--- config.mk ---
export PLATFORM = sky130hd
export DESIGN_NAME = rps_rotor_position_sampler
export DESIGN_NICKNAME = d
export VERILOG_FILES = /design/src/design/rps_rotor_position_sampler.v
export VERILOG_INCLUDE_DIRS = /design/src /design/src/design
export SDC_FILE = /design/constraint.sdc
export NUM_CORES = 1
export LEC_CHECK = 0
export BUFFER_PORTS_ARGS = -buffer_cell sky130_fd_sc_hd__buf_4
export CAP_MARGIN = 15
export CORE_MARGIN = 2
export CORE_UTILIZATION = 49
export CTS_CLUSTER_DIAMETER = 200
export DETAILED_ROUTE_END_ITERATION = 12
export MAX_ROUTING_LAYER = met4
export PLACE_DENSITY = 0.83
export SETUP_SLACK_MARGIN = 0.02
export SLEW_MARGIN = 30
export SYNTH_ARGS = -nofsm -noshare
export SYNTH_HDL_FRONTEND = slang
export SYNTH_SLANG_ARGS = --single-unit
--- constraint.sdc ---
create_clock -name clk -period 2.3 [get_ports clk]
set_input_delay 0.46 -clock clk [delete_from_list [all_inputs] [get_ports clk]]
set_output_delay 0.46 -clock clk [all_outputs]
set_load 0.03 [all_outputs]
--- src/design/rps_consts.vh ---
// Constants for the rotor position sampler: register map, fields, timing
// How it works
// RULE1 - Enable bit starts sampling, zero holds idle
// RULE2 - Mode bit picks ordinary or unmatch detection
// RULE3 - Option bit restarts match count per on-interval
// RULE4 - Pin-count bit compares three pins or one
// RULE5 - Second timer event starts sampling when enabled
// RULE6 - Third timer event stops sampling when enabled
// RULE7 - Writing one to start bit starts sampling
// RULE8 - Writing one to stop bit stops sampling
// RULE9 - Four-bit field sets required matches 1 to 15
// RULE10 - Sampling mode gates by PWM or lower phases
// RULE11 - Sampling clock is system clock over 4..32
// RULE12 - Unmatch mode holds sampled W V U levels
// RULE13 - Status bit shows sampling in progress
// RULE14 - Two-bit field reports where detection occurred
// RULE15 - Delay field postpones sampling in eight-clock steps
// RULE16 - Software sets pin latches to one first
// RULE17 - Each motor pin direction set individually
// RULE18 - Port B low bits carry position inputs
// RULE19 - Mismatch clears counter; detect at programmed count
// RULE20 - Inputs pass two flip-flops; all logic synchronous (only port B inputs here; port A pins feed the read mux directly)
`ifndef RPS_CONSTS_VH
`define RPS_CONSTS_VH
`define RPS_IDX_PORT_A_DATA   16'h0003
`define RPS_IDX_PORT_B_DATA   16'h0004
`define RPS_IDX_PORT_A_DIR    16'h1f89
`define RPS_IDX_PORT_B_DIR    16'h1f8a
`define RPS_IDX_CTRL_A        16'h1fa0
`define RPS_IDX_CTRL_B        16'h1fa1
`define RPS_IDX_STATUS        16'h1fa2
`define RPS_IDX_DELAY         16'h1fa3
`define RPS_CA_ENABLE         0
`define RPS_CA_UNMATCH        1
`define RPS_CA_RECOUNT        2
`define RPS_CA_ONEPIN         3
`define RPS_CA_T2START        4
`define RPS_CA_T3STOP         5
`define RPS_CA_SWSTART        6
`define RPS_CA_SWSTOP         7
`define RPS_SMODE_PWMON       2'h0
`define RPS_SMODE_ALWAYS      2'h1
`define RPS_SMODE_LOWON       2'h2
`define RPS_LOC_CURRENT       2'h0
`define RPS_LOC_PWMOFF        2'h1
`define RPS_LOC_PRECEDING     2'h3
`define RPS_DELAY_STEP        4'h8
`define RPS_DIV_BASE          6'h04
`define RPS_RESET_BYTE        8'h00
`define RPS_LATCH_RESET       8'hff
`endif

--- src/design/rps_rotor_position_sampler.v ---
// Rotor position sampler with APB register access and motor port pins
//
// The APB interface to the registers is this design's own decision.
`timescale 1ns/1ps
`include "rps_consts.vh"
module rps_rotor_position_sampler #(
    parameter ABITS = 16
) (
    // Clock and reset
    input  wire             clk,
    input  wire             reset,
    // APB slave
    input  wire             psel,
    input  wire             penable,
    input  wire             pwrite,
    input  wire [ABITS-1:0] paddr,
    input  wire [31:0]      pwdata,
    output reg  [31:0]      prdata,
    output reg              pready,
    output reg              pslverr,
    // Motor port A pins
    input  wire [7:0]       portAIn,
    output reg  [7:0]       portAOut,
    output reg  [7:0]       portAOe,
    // Motor port B pins, low three are position inputs
    input  wire [2:0]       portBIn,
    output reg  [2:0]       portBOut,
    output reg  [2:0]       portBOe,
    // PWM state and timer events
    input  wire             pwmOn,
    input  wire             lowerPhaseOn,
    input  wire             timer2Event,
    input  wire             timer3Event,
    input  wire [2:0]       expectedPattern,
    // Detection result
    output reg              positionDetected
);
    reg  [7:0] latchA;
    reg  [2:0] latchB;
    reg  [7:0] dirA;
    reg  [2:0] dirB;
    reg  [5:0] ctrlA;
    reg  [7:0] ctrlB;
    reg  [6:0] delayVal;
    reg  [2:0] syncA;
    reg  [2:0] syncB;
    reg        sampling;
    reg  [2:0] heldLevels;
    reg  [1:0] location;
    reg  [3:0] matchCount;
    reg  [4:0] divCount;
    reg  [9:0] delayCount;
    reg        delayDone;
    reg        pwmOnPrev;
    reg        matchedInPulse;
    reg        pulseSeen;
    localparam       PINS_A     = 8;
    localparam       PINS_B     = 3;
    localparam [7:0] LATCH_INIT = `RPS_LATCH_RESET;
    localparam [7:0] DIR_INIT   = `RPS_RESET_BYTE;
    wire [15:0] index = {{(18-ABITS){1'b0}}, paddr[ABITS-1:2]};
    wire        wordOk = (paddr[1:0] == 2'h0);
    wire        wrEn = psel & penable & pwrite & pready;
    wire [7:0]  wb = pwdata[7:0];
    reg         mapped;
    reg  [7:0]  rdByte;

    always @* begin
        mapped = wordOk;
        rdByte = `RPS_RESET_BYTE;
        if (index == `RPS_IDX_PORT_A_DATA) begin
            rdByte = (dirA & latchA) | (~dirA & portAIn);
        end else if (index == `RPS_IDX_PORT_B_DATA) begin
            // RULE18 position inputs
            rdByte = {5'h00, (dirB & latchB) | (~dirB & syncB)};
        end else if (index == `RPS_IDX_PORT_A_DIR) begin
            rdByte = dirA;
        end else if (index == `RPS_IDX_PORT_B_DIR) begin
            rdByte = {5'h00, dirB};
        end else if (index == `RPS_IDX_CTRL_A) begin
            rdByte = {2'h0, ctrlA};
        end else if (index == `RPS_IDX_CTRL_B) begin
            rdByte = ctrlB;
        end else if (index == `RPS_IDX_STATUS) begin
            // RULE13 sampling status
            rdByte = {2'h0, location, sampling, heldLevels};
        end else if (index == `RPS_IDX_DELAY) begin
            rdByte = {1'b0, delayVal};
        end else begin
            mapped = 1'b0;
        end
    end

    // Bus slave: one wait state, error on unmapped or unaligned address
    always @(posedge clk) begin
        if (reset) begin
            pready  <= 1'b0;
            pslverr <= 1'b0;
            prdata  <= 32'h00000000;
        end else begin
            pready  <= psel & penable & ~pready;
            pslverr <= psel & penable & ~pready & ~mapped;
            if (psel & penable & ~pready & ~pwrite) begin
                prdata <= mapped ? {24'h000000, rdByte} : 32'h00000000;
            end
        end
    end

    wire wrA    = wrEn & mapped & (index == `RPS_IDX_CTRL_A);
    wire swStart = wrA & wb[`RPS_CA_SWSTART];
    wire swStop  = wrA & wb[`RPS_CA_SWSTOP];
    wire enable  = ctrlA[`RPS_CA_ENABLE];
    // Enable as it stands after this edge, so the 0 to 1 write itself starts a run
    wire nextEnable = wrA ? wb[`RPS_CA_ENABLE] : enable;
    // RULE6 RULE8 stop sources
    wire stopReq  = swStop | (ctrlA[`RPS_CA_T3STOP] & timer3Event);
    // RULE1 RULE5 RULE7 start sources
    wire startReq = swStart | (ctrlA[`RPS_CA_T2START] & timer2Event) | (nextEnable & ~enable);

    // Register writes
    always @(posedge clk) begin
        if (reset) begin
            latchA   <= `RPS_LATCH_RESET;
            latchB   <= 3'h7;
            dirA     <= `RPS_RESET_BYTE;
            dirB     <= 3'h0;
            ctrlA    <= 6'h00;
            ctrlB    <= `RPS_RESET_BYTE;
            delayVal <= 7'h00;
        end else if (wrEn & mapped) begin
            if (index == `RPS_IDX_PORT_A_DATA) begin
                latchA <= wb;
            end else if (index == `RPS_IDX_PORT_B_DATA) begin
                latchB <= wb[2:0];
            end else if (index == `RPS_IDX_PORT_A_DIR) begin
                dirA <= wb;
            end else if (index == `RPS_IDX_PORT_B_DIR) begin
                dirB <= wb[2:0];
            end else if (index == `RPS_IDX_CTRL_A) begin
                // RULE7 RULE8 strobes not stored
                ctrlA <= wb[5:0];
            end else if (index == `RPS_IDX_CTRL_B) begin
                ctrlB <= wb;
            end else if (index == `RPS_IDX_DELAY) begin
                delayVal <= wb[6:0];
            end
        end
    end

    // RULE17 per-pin direction, each pin from its own flip-flops
    genvar pin;
    generate
        for (pin = 0; pin < PINS_A; pin = pin + 1) begin : g_pinA
            always @(posedge clk) begin
                if (reset) begin
                    portAOut[pin] <= LATCH_INIT[pin];
                    portAOe[pin]  <= DIR_INIT[pin];
                end else begin
                    portAOut[pin] <= latchA[pin];
                    portAOe[pin]  <= dirA[pin];
                end
            end
        end
        for (pin = 0; pin < PINS_B; pin = pin + 1) begin : g_pinB
            always @(posedge clk) begin
                if (reset) begin
                    portBOut[pin] <= LATCH_INIT[pin];
                    portBOe[pin]  <= DIR_INIT[pin];
                end else begin
                    portBOut[pin] <= latchB[pin];
                    portBOe[pin]  <= dirB[pin];
                end
            end
        end
    endgenerate

    // RULE20 two-stage input synchroniser
    always @(posedge clk) begin
        if (reset) begin
            syncA <= 3'h0;
            syncB <= 3'h0;
        end else begin
            syncA <= portBIn;
            syncB <= syncA;
        end
    end

    // Sampling run state; stop beats start when both arrive together
    always @(posedge clk) begin
        if (reset) begin
            sampling <= 1'b0;
        end else if (~nextEnable) begin
            // RULE1 idle while disabled
            sampling <= 1'b0;
        end else if (stopReq) begin
            sampling <= 1'b0;
        end else if (startReq) begin
            sampling <= 1'b1;
        end else if (positionDetected) begin
            sampling <= 1'b0;
        end
    end

    // RULE10 gating by sampling mode
    reg gateOk;
    always @* begin
        case (ctrlB[5:4])
            `RPS_SMODE_PWMON:  gateOk = pwmOn;
            `RPS_SMODE_ALWAYS: gateOk = 1'b1;
            `RPS_SMODE_LOWON:  gateOk = lowerPhaseOn;
            default:           gateOk = 1'b0;
        endcase
    end

    wire pwmRise = pwmOn & ~pwmOnPrev;
    // RULE15 delay counted in steps of eight clocks
    wire [9:0] delayTarget = {3'h0, delayVal} * `RPS_DELAY_STEP;
    // RULE11 divider taps 4, 8, 16, 32
    wire [5:0] divLen = `RPS_DIV_BASE << ctrlB[7:6];
    wire [4:0] divEnd = divLen[4:0] - 5'h01;
    wire sampleTick = sampling & gateOk & delayDone & (divCount == divEnd);

    always @(posedge clk) begin
        if (reset) begin
            divCount   <= 5'h00;
            delayCount <= 10'h000;
            delayDone  <= 1'b0;
            pwmOnPrev  <= 1'b0;
        end else begin
            pwmOnPrev <= pwmOn;
            if (~sampling | pwmRise) begin
                delayCount <= 10'h000;
                delayDone  <= (delayTarget == 10'h000);
            end else if (~delayDone) begin
                delayCount <= delayCount + 10'h001;
                delayDone  <= (delayCount + 10'h001 >= delayTarget);
            end
            if (~sampling | ~delayDone | (divCount == divEnd)) begin
                divCount <= 5'h00;
            end else begin
                divCount <= divCount + 5'h01;
            end
        end
    end

    // RULE4 three pins or first only; RULE2 unmatch inverts the test
    wire [2:0] cmpMask = ctrlA[`RPS_CA_ONEPIN] ? 3'h1 : 3'h7;
    wire equal = ((syncB ^ expectedPattern) & cmpMask) == 3'h0;
    wire hit = ctrlA[`RPS_CA_UNMATCH] ? ~equal : equal;
    wire [3:0] need = (ctrlB[3:0] == 4'h0) ? 4'h1 : ctrlB[3:0];

    always @(posedge clk) begin
        if (reset) begin
            matchCount       <= 4'h0;
            positionDetected <= 1'b0;
            heldLevels       <= 3'h0;
            location         <= `RPS_LOC_CURRENT;
            matchedInPulse   <= 1'b0;
            pulseSeen        <= 1'b0;
        end else begin
            positionDetected <= 1'b0;
            if (pwmRise) begin
                pulseSeen      <= 1'b1;
                matchedInPulse <= 1'b0;
            end
            if (~sampling) begin
                matchCount <= 4'h0;
            end else if (pwmRise & ctrlA[`RPS_CA_RECOUNT]) begin
                // RULE3 restart count each on-interval
                matchCount <= 4'h0;
            end else if (sampleTick) begin
                if (~hit) begin
                    // RULE19 mismatch clears counter
                    matchCount <= 4'h0;
                end else if (matchCount + 4'h1 >= need) begin
                    // RULE9 RULE19 required count reached
                    matchCount       <= 4'h0;
                    positionDetected <= 1'b1;
                    // RULE14 detection location
                    if (~pwmOn) begin
                        location <= `RPS_LOC_PWMOFF;
                    end else if (matchedInPulse | ~pulseSeen) begin
                        location <= `RPS_LOC_CURRENT;
                    end else begin
                        location <= `RPS_LOC_PRECEDING;
                    end
                    if (ctrlA[`RPS_CA_UNMATCH]) begin
                        // RULE12 hold sampled levels
                        heldLevels <= syncB;
                    end
                end else begin
                    matchCount     <= matchCount + 4'h1;
                    matchedInPulse <= pwmOn;
                end
            end
        end
    end
endmodule

## Yosys cells after proc, flatten, opt, wreduce, memory -nomap -nowiden

Index checks and enable logic that the tools add are counted.
W data, S select, Z words.

- Flip-flop bits (word level): 135
- Word-level logic and storage cells: 174
- Output and inout bits: 57
- Bits of input ports: 71

- Equality and inequality tests: 11
- Shift operators: 1
- Reductions and logical operators: 20
- Bitwise gates (word level): 54
- Order comparisons: 2
- Add/subtract/negate cells: 4
- Mux-type cells: 37

Operators with widths:

| kind | count |
|---|---|
| $eq A14 B13 Y1 const B | 6 |
| $mux W8 | 7 |
| $mux W1 | 21 |
| $not A1 Y1 | 19 |
| $and A1 B1 Y1 | 18 |
| $and A8 B8 Y8 | 2 |
| $eq A14 B2 Y1 const B | 1 |
| $eq A14 B3 Y1 const B | 1 |
| $mux W7 | 2 |
| $mux W4 | 3 |
| $reduce_and A6 Y1 | 2 |
| $add A10 B1 Y10 const B | 1 |
| $ge A10 B10 Y1 | 1 |
| $logic_not A10 Y1 | 1 |
| $reduce_and A5 Y1 | 2 |
| $and A3 B3 Y3 | 3 |
| $not A8 Y8 | 1 |
| $or A8 B8 Y8 | 1 |
| $reduce_and A8 Y1 | 1 |
| $or A1 B1 Y1 | 7 |
| $reduce_and A7 Y1 | 1 |
| $reduce_or A3 Y1 | 2 |
| $add A5 B1 Y5 const B | 1 |
| $eq A5 B5 Y1 | 1 |
| other kinds (21) | 24 |

## Depth between registers and ports, before layout

- Depth in word-level cells: 15
- Gate-level depth with buffers: 10

## Least setup slack after synthesis

Ideal clock, no wire load.

- Path kind: register to register
- Start: reg delayCount[0]
- End: reg delayDone
- Slack: 0.107 ns
- Cell stages (with the launch flop): 11
- Arrival: 2.076 ns
- Required time: 2.183 ns
- Period minus slack after synthesis: 2.193 ns
- Cells stage by stage: dfxtp_1 ha_1 nand3_1 or2_2 clkbuf_1 xnor2_1 ha_1 a21o_1 a21oi_1 o21ai_0 a22o_1

- Cells in the longest elaborated chain, start to end: 4

RTL lines:

| what | line | source |
|---|---|---|
| from (decl) | rps_rotor_position_sampler.v:52 | `reg [9:0] delayCount;` |
| from (signal assigned) | rps_rotor_position_sampler.v:235 | `delayCount <= delayCount + 10'h001;` |
| $add A10 B1 Y10 | rps_rotor_position_sampler.v:236 | `delayDone <= (delayCount + 10'h001 >= delayTarget);` |
| $ge A10 B10 Y1 | rps_rotor_position_sampler.v:236 |  |
| $mux W1 | rps_rotor_position_sampler.v:234 | `end else if (~delayDone) begin` |
| $mux W1 | rps_rotor_position_sampler.v:231 | `if (~sampling \| pwmRise) begin` |
| to (signal assigned) | rps_rotor_position_sampler.v:233 | `delayDone <= (delayTarget == 10'h000);` |
| to (signal assigned) | rps_rotor_position_sampler.v:236 |  |
| to (decl) | rps_rotor_position_sampler.v:53 | `reg delayDone;` |

No other way between the ends.
A chain may end at the register's enable or synchronous reset.

## Worst setup path in the final report

- Start: reg ctrlB[2]
- End: reg location[0]

- Cells in the longest elaborated chain, start to end: 4

RTL lines:

| what | line | source |
|---|---|---|
| from (decl) | rps_rotor_position_sampler.v:43 | `reg [7:0] ctrlB;` |
| from (signal assigned) | rps_rotor_position_sampler.v:128 | `` ctrlB <= `RPS_RESET_BYTE; `` |
| from (signal assigned) | rps_rotor_position_sampler.v:143 | `ctrlB <= wb;` |
| $logic_not A4 Y1 | rps_rotor_position_sampler.v:250 | `wire [3:0] need = (ctrlB[3:0] == 4'h0) ? 4'h1 : ctrlB[3:0];` |
| $mux W4 (*) | rps_rotor_position_sampler.v:250 |  |
| $ge A4 B4 Y1 (*) | rps_rotor_position_sampler.v:275 | `end else if (matchCount + 4'h1 >= need) begin` |
| $reduce_and A5 Y1 (no line) (*) | - |  |
| to (signal assigned) | rps_rotor_position_sampler.v:257 | `` location <= `RPS_LOC_CURRENT; `` |
| to (signal assigned) | rps_rotor_position_sampler.v:281 | `` location <= `RPS_LOC_PWMOFF; `` |
| to (signal assigned) | rps_rotor_position_sampler.v:283 | `` location <= `RPS_LOC_CURRENT; `` |
| to (decl) | rps_rotor_position_sampler.v:49 | `reg [1:0] location;` |

Mark *: on every way between the ends. The rest lies on a longest branch, timed or not.

==> results.md <==
- Status: completed
- Post-synth cell types: 66
- WL/cell: 15.9 um
- Largest net degree at the start of global routing: 42
- Post-Syn Instances: 636
- Seq/Total Area, Yosys: 40.7%
- H-tree Lvls: 3
- Chip Height: 110 um
- Post-layout min period: 2.17 ns
- Final Net Count: 821
- Flop pwr share: 54.2%
- DP Area: 0.00631 mm2
- Worst skew pair latency: 0.39 ns
- Aggregate global-route resource usage: 24.3%
- Critical Path Fanout Max: 3
- Mapped cell area: 0.00547 mm2
- Async set-reset flop share out of synthesis: 0%
- Clock share of power: 38.0%
- Switching Share: 24.6%
- Detail Placement HPWL: 10.5 mm
- Slew headroom: 57.0%
- Yosys top cell by area: dfxtp_1
- Drt total wl: 14.0 mm
- Worst r2r dst: location[0]$_SDFFE_PP0P_
- DR iter-0 viols: 328
- Vias in the first global route: 4626
- Worst Setup End Kind: flip-flop
- Fill cell count: 930
- Port Buffer Count: 79
- Maximum clock frequency: 461 MHz
- GPL Wtd Cong: 0.940
- Post-synth EDFFs: 0
- CP Data Required Time: 2.59 ns
- Core area: 0.0108 mm2
- Yosys Warn Count: 0
- Reg-to-reg startpoint: ctrlB[2]$_SDFFE_PP0P_
- Final hold viol count: 0
- # rows: 38
- Final instance area: 0.00658 mm2
- Worst hold stages: 2
- IO Pins: 128
- Leak: 2.69 nW
- Least-Margin Pin Slew: 0.642 ns
- Period utilisation layout: 94.3%
- Switching power: 877 uW
- Pwr dens: 543 mW/mm2
- Area contributors post-synth: dfxtp_1 41%, mux2i_1 5.3%, nor2_1 4.3%
- Die Wd: 110 um
- Peak supply drop: 0.281 mV
- Internal power: 2.69 mW
- DR pass1 iterations: 5
- Total Die Area: 0.0120 mm2
- Unrepaired setup endpoints after global routing: yes
- Via Count: 4929
- Initial Util: 50.4%
- Vias per cell: 5.60
- Overall power: 3.57 mW
- Mean Syn Cell Area: 8.59 um2
- R2R depth: 8
- Worst min-delay path category: in2reg
- CTS tree: done
- Maximum root-to-sink buffer count: 2
- # DRC: 0
- Logic gate share of total power: 7.7%
- GR Overflow Total: 0
- Main synth FF type: dfxtp_1
- Layout Utilization: 60.7%
- Hold EP: syncA[0]$_SDFF_PP0_
- Worst Path Arrival: 2.46 ns
- Fraction of layout cells with a size suffix above 1: 21.2%
- Worst Skew: 0.0182 ns
- Register-to-register path setup slack: 0.13 ns
- CP Class: reg2reg
- Leading cell types by count after synthesis: 111 x dfxtp_1, 63 x nor2_1, 55 x nand2_1, 46 x a21oi_1
- Reg clk slew, reported paths: 0.11 ns
- First-pass GRT wire length: 22.2 mm
- Worst Hold Launch: portBIn[0]
- Initial antenna violation count: 0
- Routed Antenna Nets: 0
- Hold Buf Count CTS: 0
- ANT cells: 0
- Max Slew Vio Count: 0
- Max Cap Viol: 0
- Clk sink count: 111
- CTS root buf: clkbuf_8
- CTS buffer count: 9
- Area grow syn2layout: 20.3%
- Yosys reg bits: 111
- Top-count cell post-synth: dfxtp_1
- # setup viols final: 0
- Synth top area share: 40.7%
- Critical Path Source Type: flip-flop
[worst max path at each step]
stage,end,from,slack (ns)
floorplan,delayDone$_SDFF_PP0_,delayCount[0]$_SDFFE_PP0N_,0.11
global placement,prdata[0]$_SDFFE_PP0P_,paddr[4],-0.02
detailed placement,prdata[1]$_SDFFE_PP0P_,paddr[4],-0.04
CTS,location[0]$_SDFFE_PP0P_,ctrlB[2]$_SDFFE_PP0P_,0.05
global route,delayDone$_SDFF_PP0_,delayCount[0]$_SDFFE_PP0N_,0.009
finish,location[0]$_SDFFE_PP0P_,ctrlB[2]$_SDFFE_PP0P_,0.13
[registers in the layout, summed over array words and instances (netlist names), 4 cells and up]
signal      count
divCount        5
latchA          8
ctrlA           6
dirA            8
delayCount     10
delayVal        7
ctrlB           8
matchCount      4
portAOe         8
portAOut        8
prdata          8
[cell usage in the layout (no fill, tap or decap), types with 4 or more instances in the layout]
cell,n
nand4_1,8
a21oi_1,46
nand4bb_1,4
nand3b_1,4
dfxtp_2,5
nor4b_1,4
mux2i_1,29
o211ai_1,11
o21a_1,6
o21ai_0,26
or2_2,4
and3_1,5
buf_4,114
nor2_1,62
nor4_1,5
clkbuf_8,10
a22o_1,4
conb_1,24
nor2b_1,24
ha_1,14
inv_1,26
nand2b_1,8
nand3_1,29
nand2_1,55
xor2_1,8
nor3b_1,5
a211oi_1,7
xnor2_1,13
dfxtp_1,106
o2111ai_1,5
or3_1,5
nor3_1,7
[metrics by stage]
step | instances | hold slack (ns) | TNS (ns) | setup slack [ns]
after CTS | 879 | 0.284 | 0 | 0.0522
after detailed placement | 863 | 0.429 | -0.0848 | -0.0387
after global placement | 863 | 0.420 | -0.0644 | -0.0219
after global routing | 880 | 0.283 | 0 | 0.00931
final | 880 | 0.290 | 0 | 0.131
after floorplan | 659 | 0.409 | 0 | 0.107
[worst max-delay path: stages (launching register included)]
cell,delay (ns)
dfxtp_2,0.34
inv_1,0.08
a31o_2,0.24
ha_1,0.26
nand2b_1,0.14
a2111o_1,0.39
nor3b_1,0.15
o211ai_1,0.12
mux2_2,0.36
[per-layer routing]
layer / vias up / part of all wire [%] / track usage (%)
met5: - / 0 / -
met3: 27 / 7.5 / 5.45
met2: 201 / 48 / 40.4
li1: 2399 / - / -
met1: 2302 / 43 / 29.0
met4: 0 / 2.1 / 8.23
[kinds of logic after synthesis]
| group | count (synthesis) | share of synthesized area [%] |
|---|---|---|
| adders and majority gates | 15 | 3.43 |
| buffers and inverters | 76 | 7.07 |
| AOI/OAI and AO/OA | 135 | 16.1 |
| xor gates and xnor gates | 22 | 3.53 |
| other | 1 | 0.0686 |
| DFF | 111 | 40.7 |
| muxes | 31 | 5.72 |
| and+or+nand+nor | 245 | 23.4 |
[what timing repair did]
action                     CTS  global route
gates resized for setup      1             8
pin swaps                    0             2
setup endpoints to repair    1             8
setup buffers                0             1
[power by group through the flow]
| stage | logic [mW] | clock network [mW] | registers, mW |
|---|---|---|---|
| after floorplan | 0.173 | 0 | 1.98 |
| after global placement | 0.267 | 0 | 1.98 |
| after detailed placement | 0.271 | 0 | 1.98 |
| after CTS | 0.272 | 1.38 | 1.94 |
| after global routing | 0.296 | 1.45 | 1.94 |
| final | 0.276 | 1.36 | 1.94 |
[layout make-up]
cell class / count / area [um2] / share of cell area [%]
Tap cell: 140 / 175 / 2.66
Clock buffer: 10 / 138 / 2.09
Sequential cell: 111 / 2230 / 33.9
Timing Repair Buffer: 115 / 876 / 13.3
Multi-Input combinational cell: 472 / 2960 / 45.1
Inverter: 26 / 97.6 / 1.48
Clock inverter: 6 / 97.6 / 1.48
No activity file was read; power rests on OpenSTA's default activity.
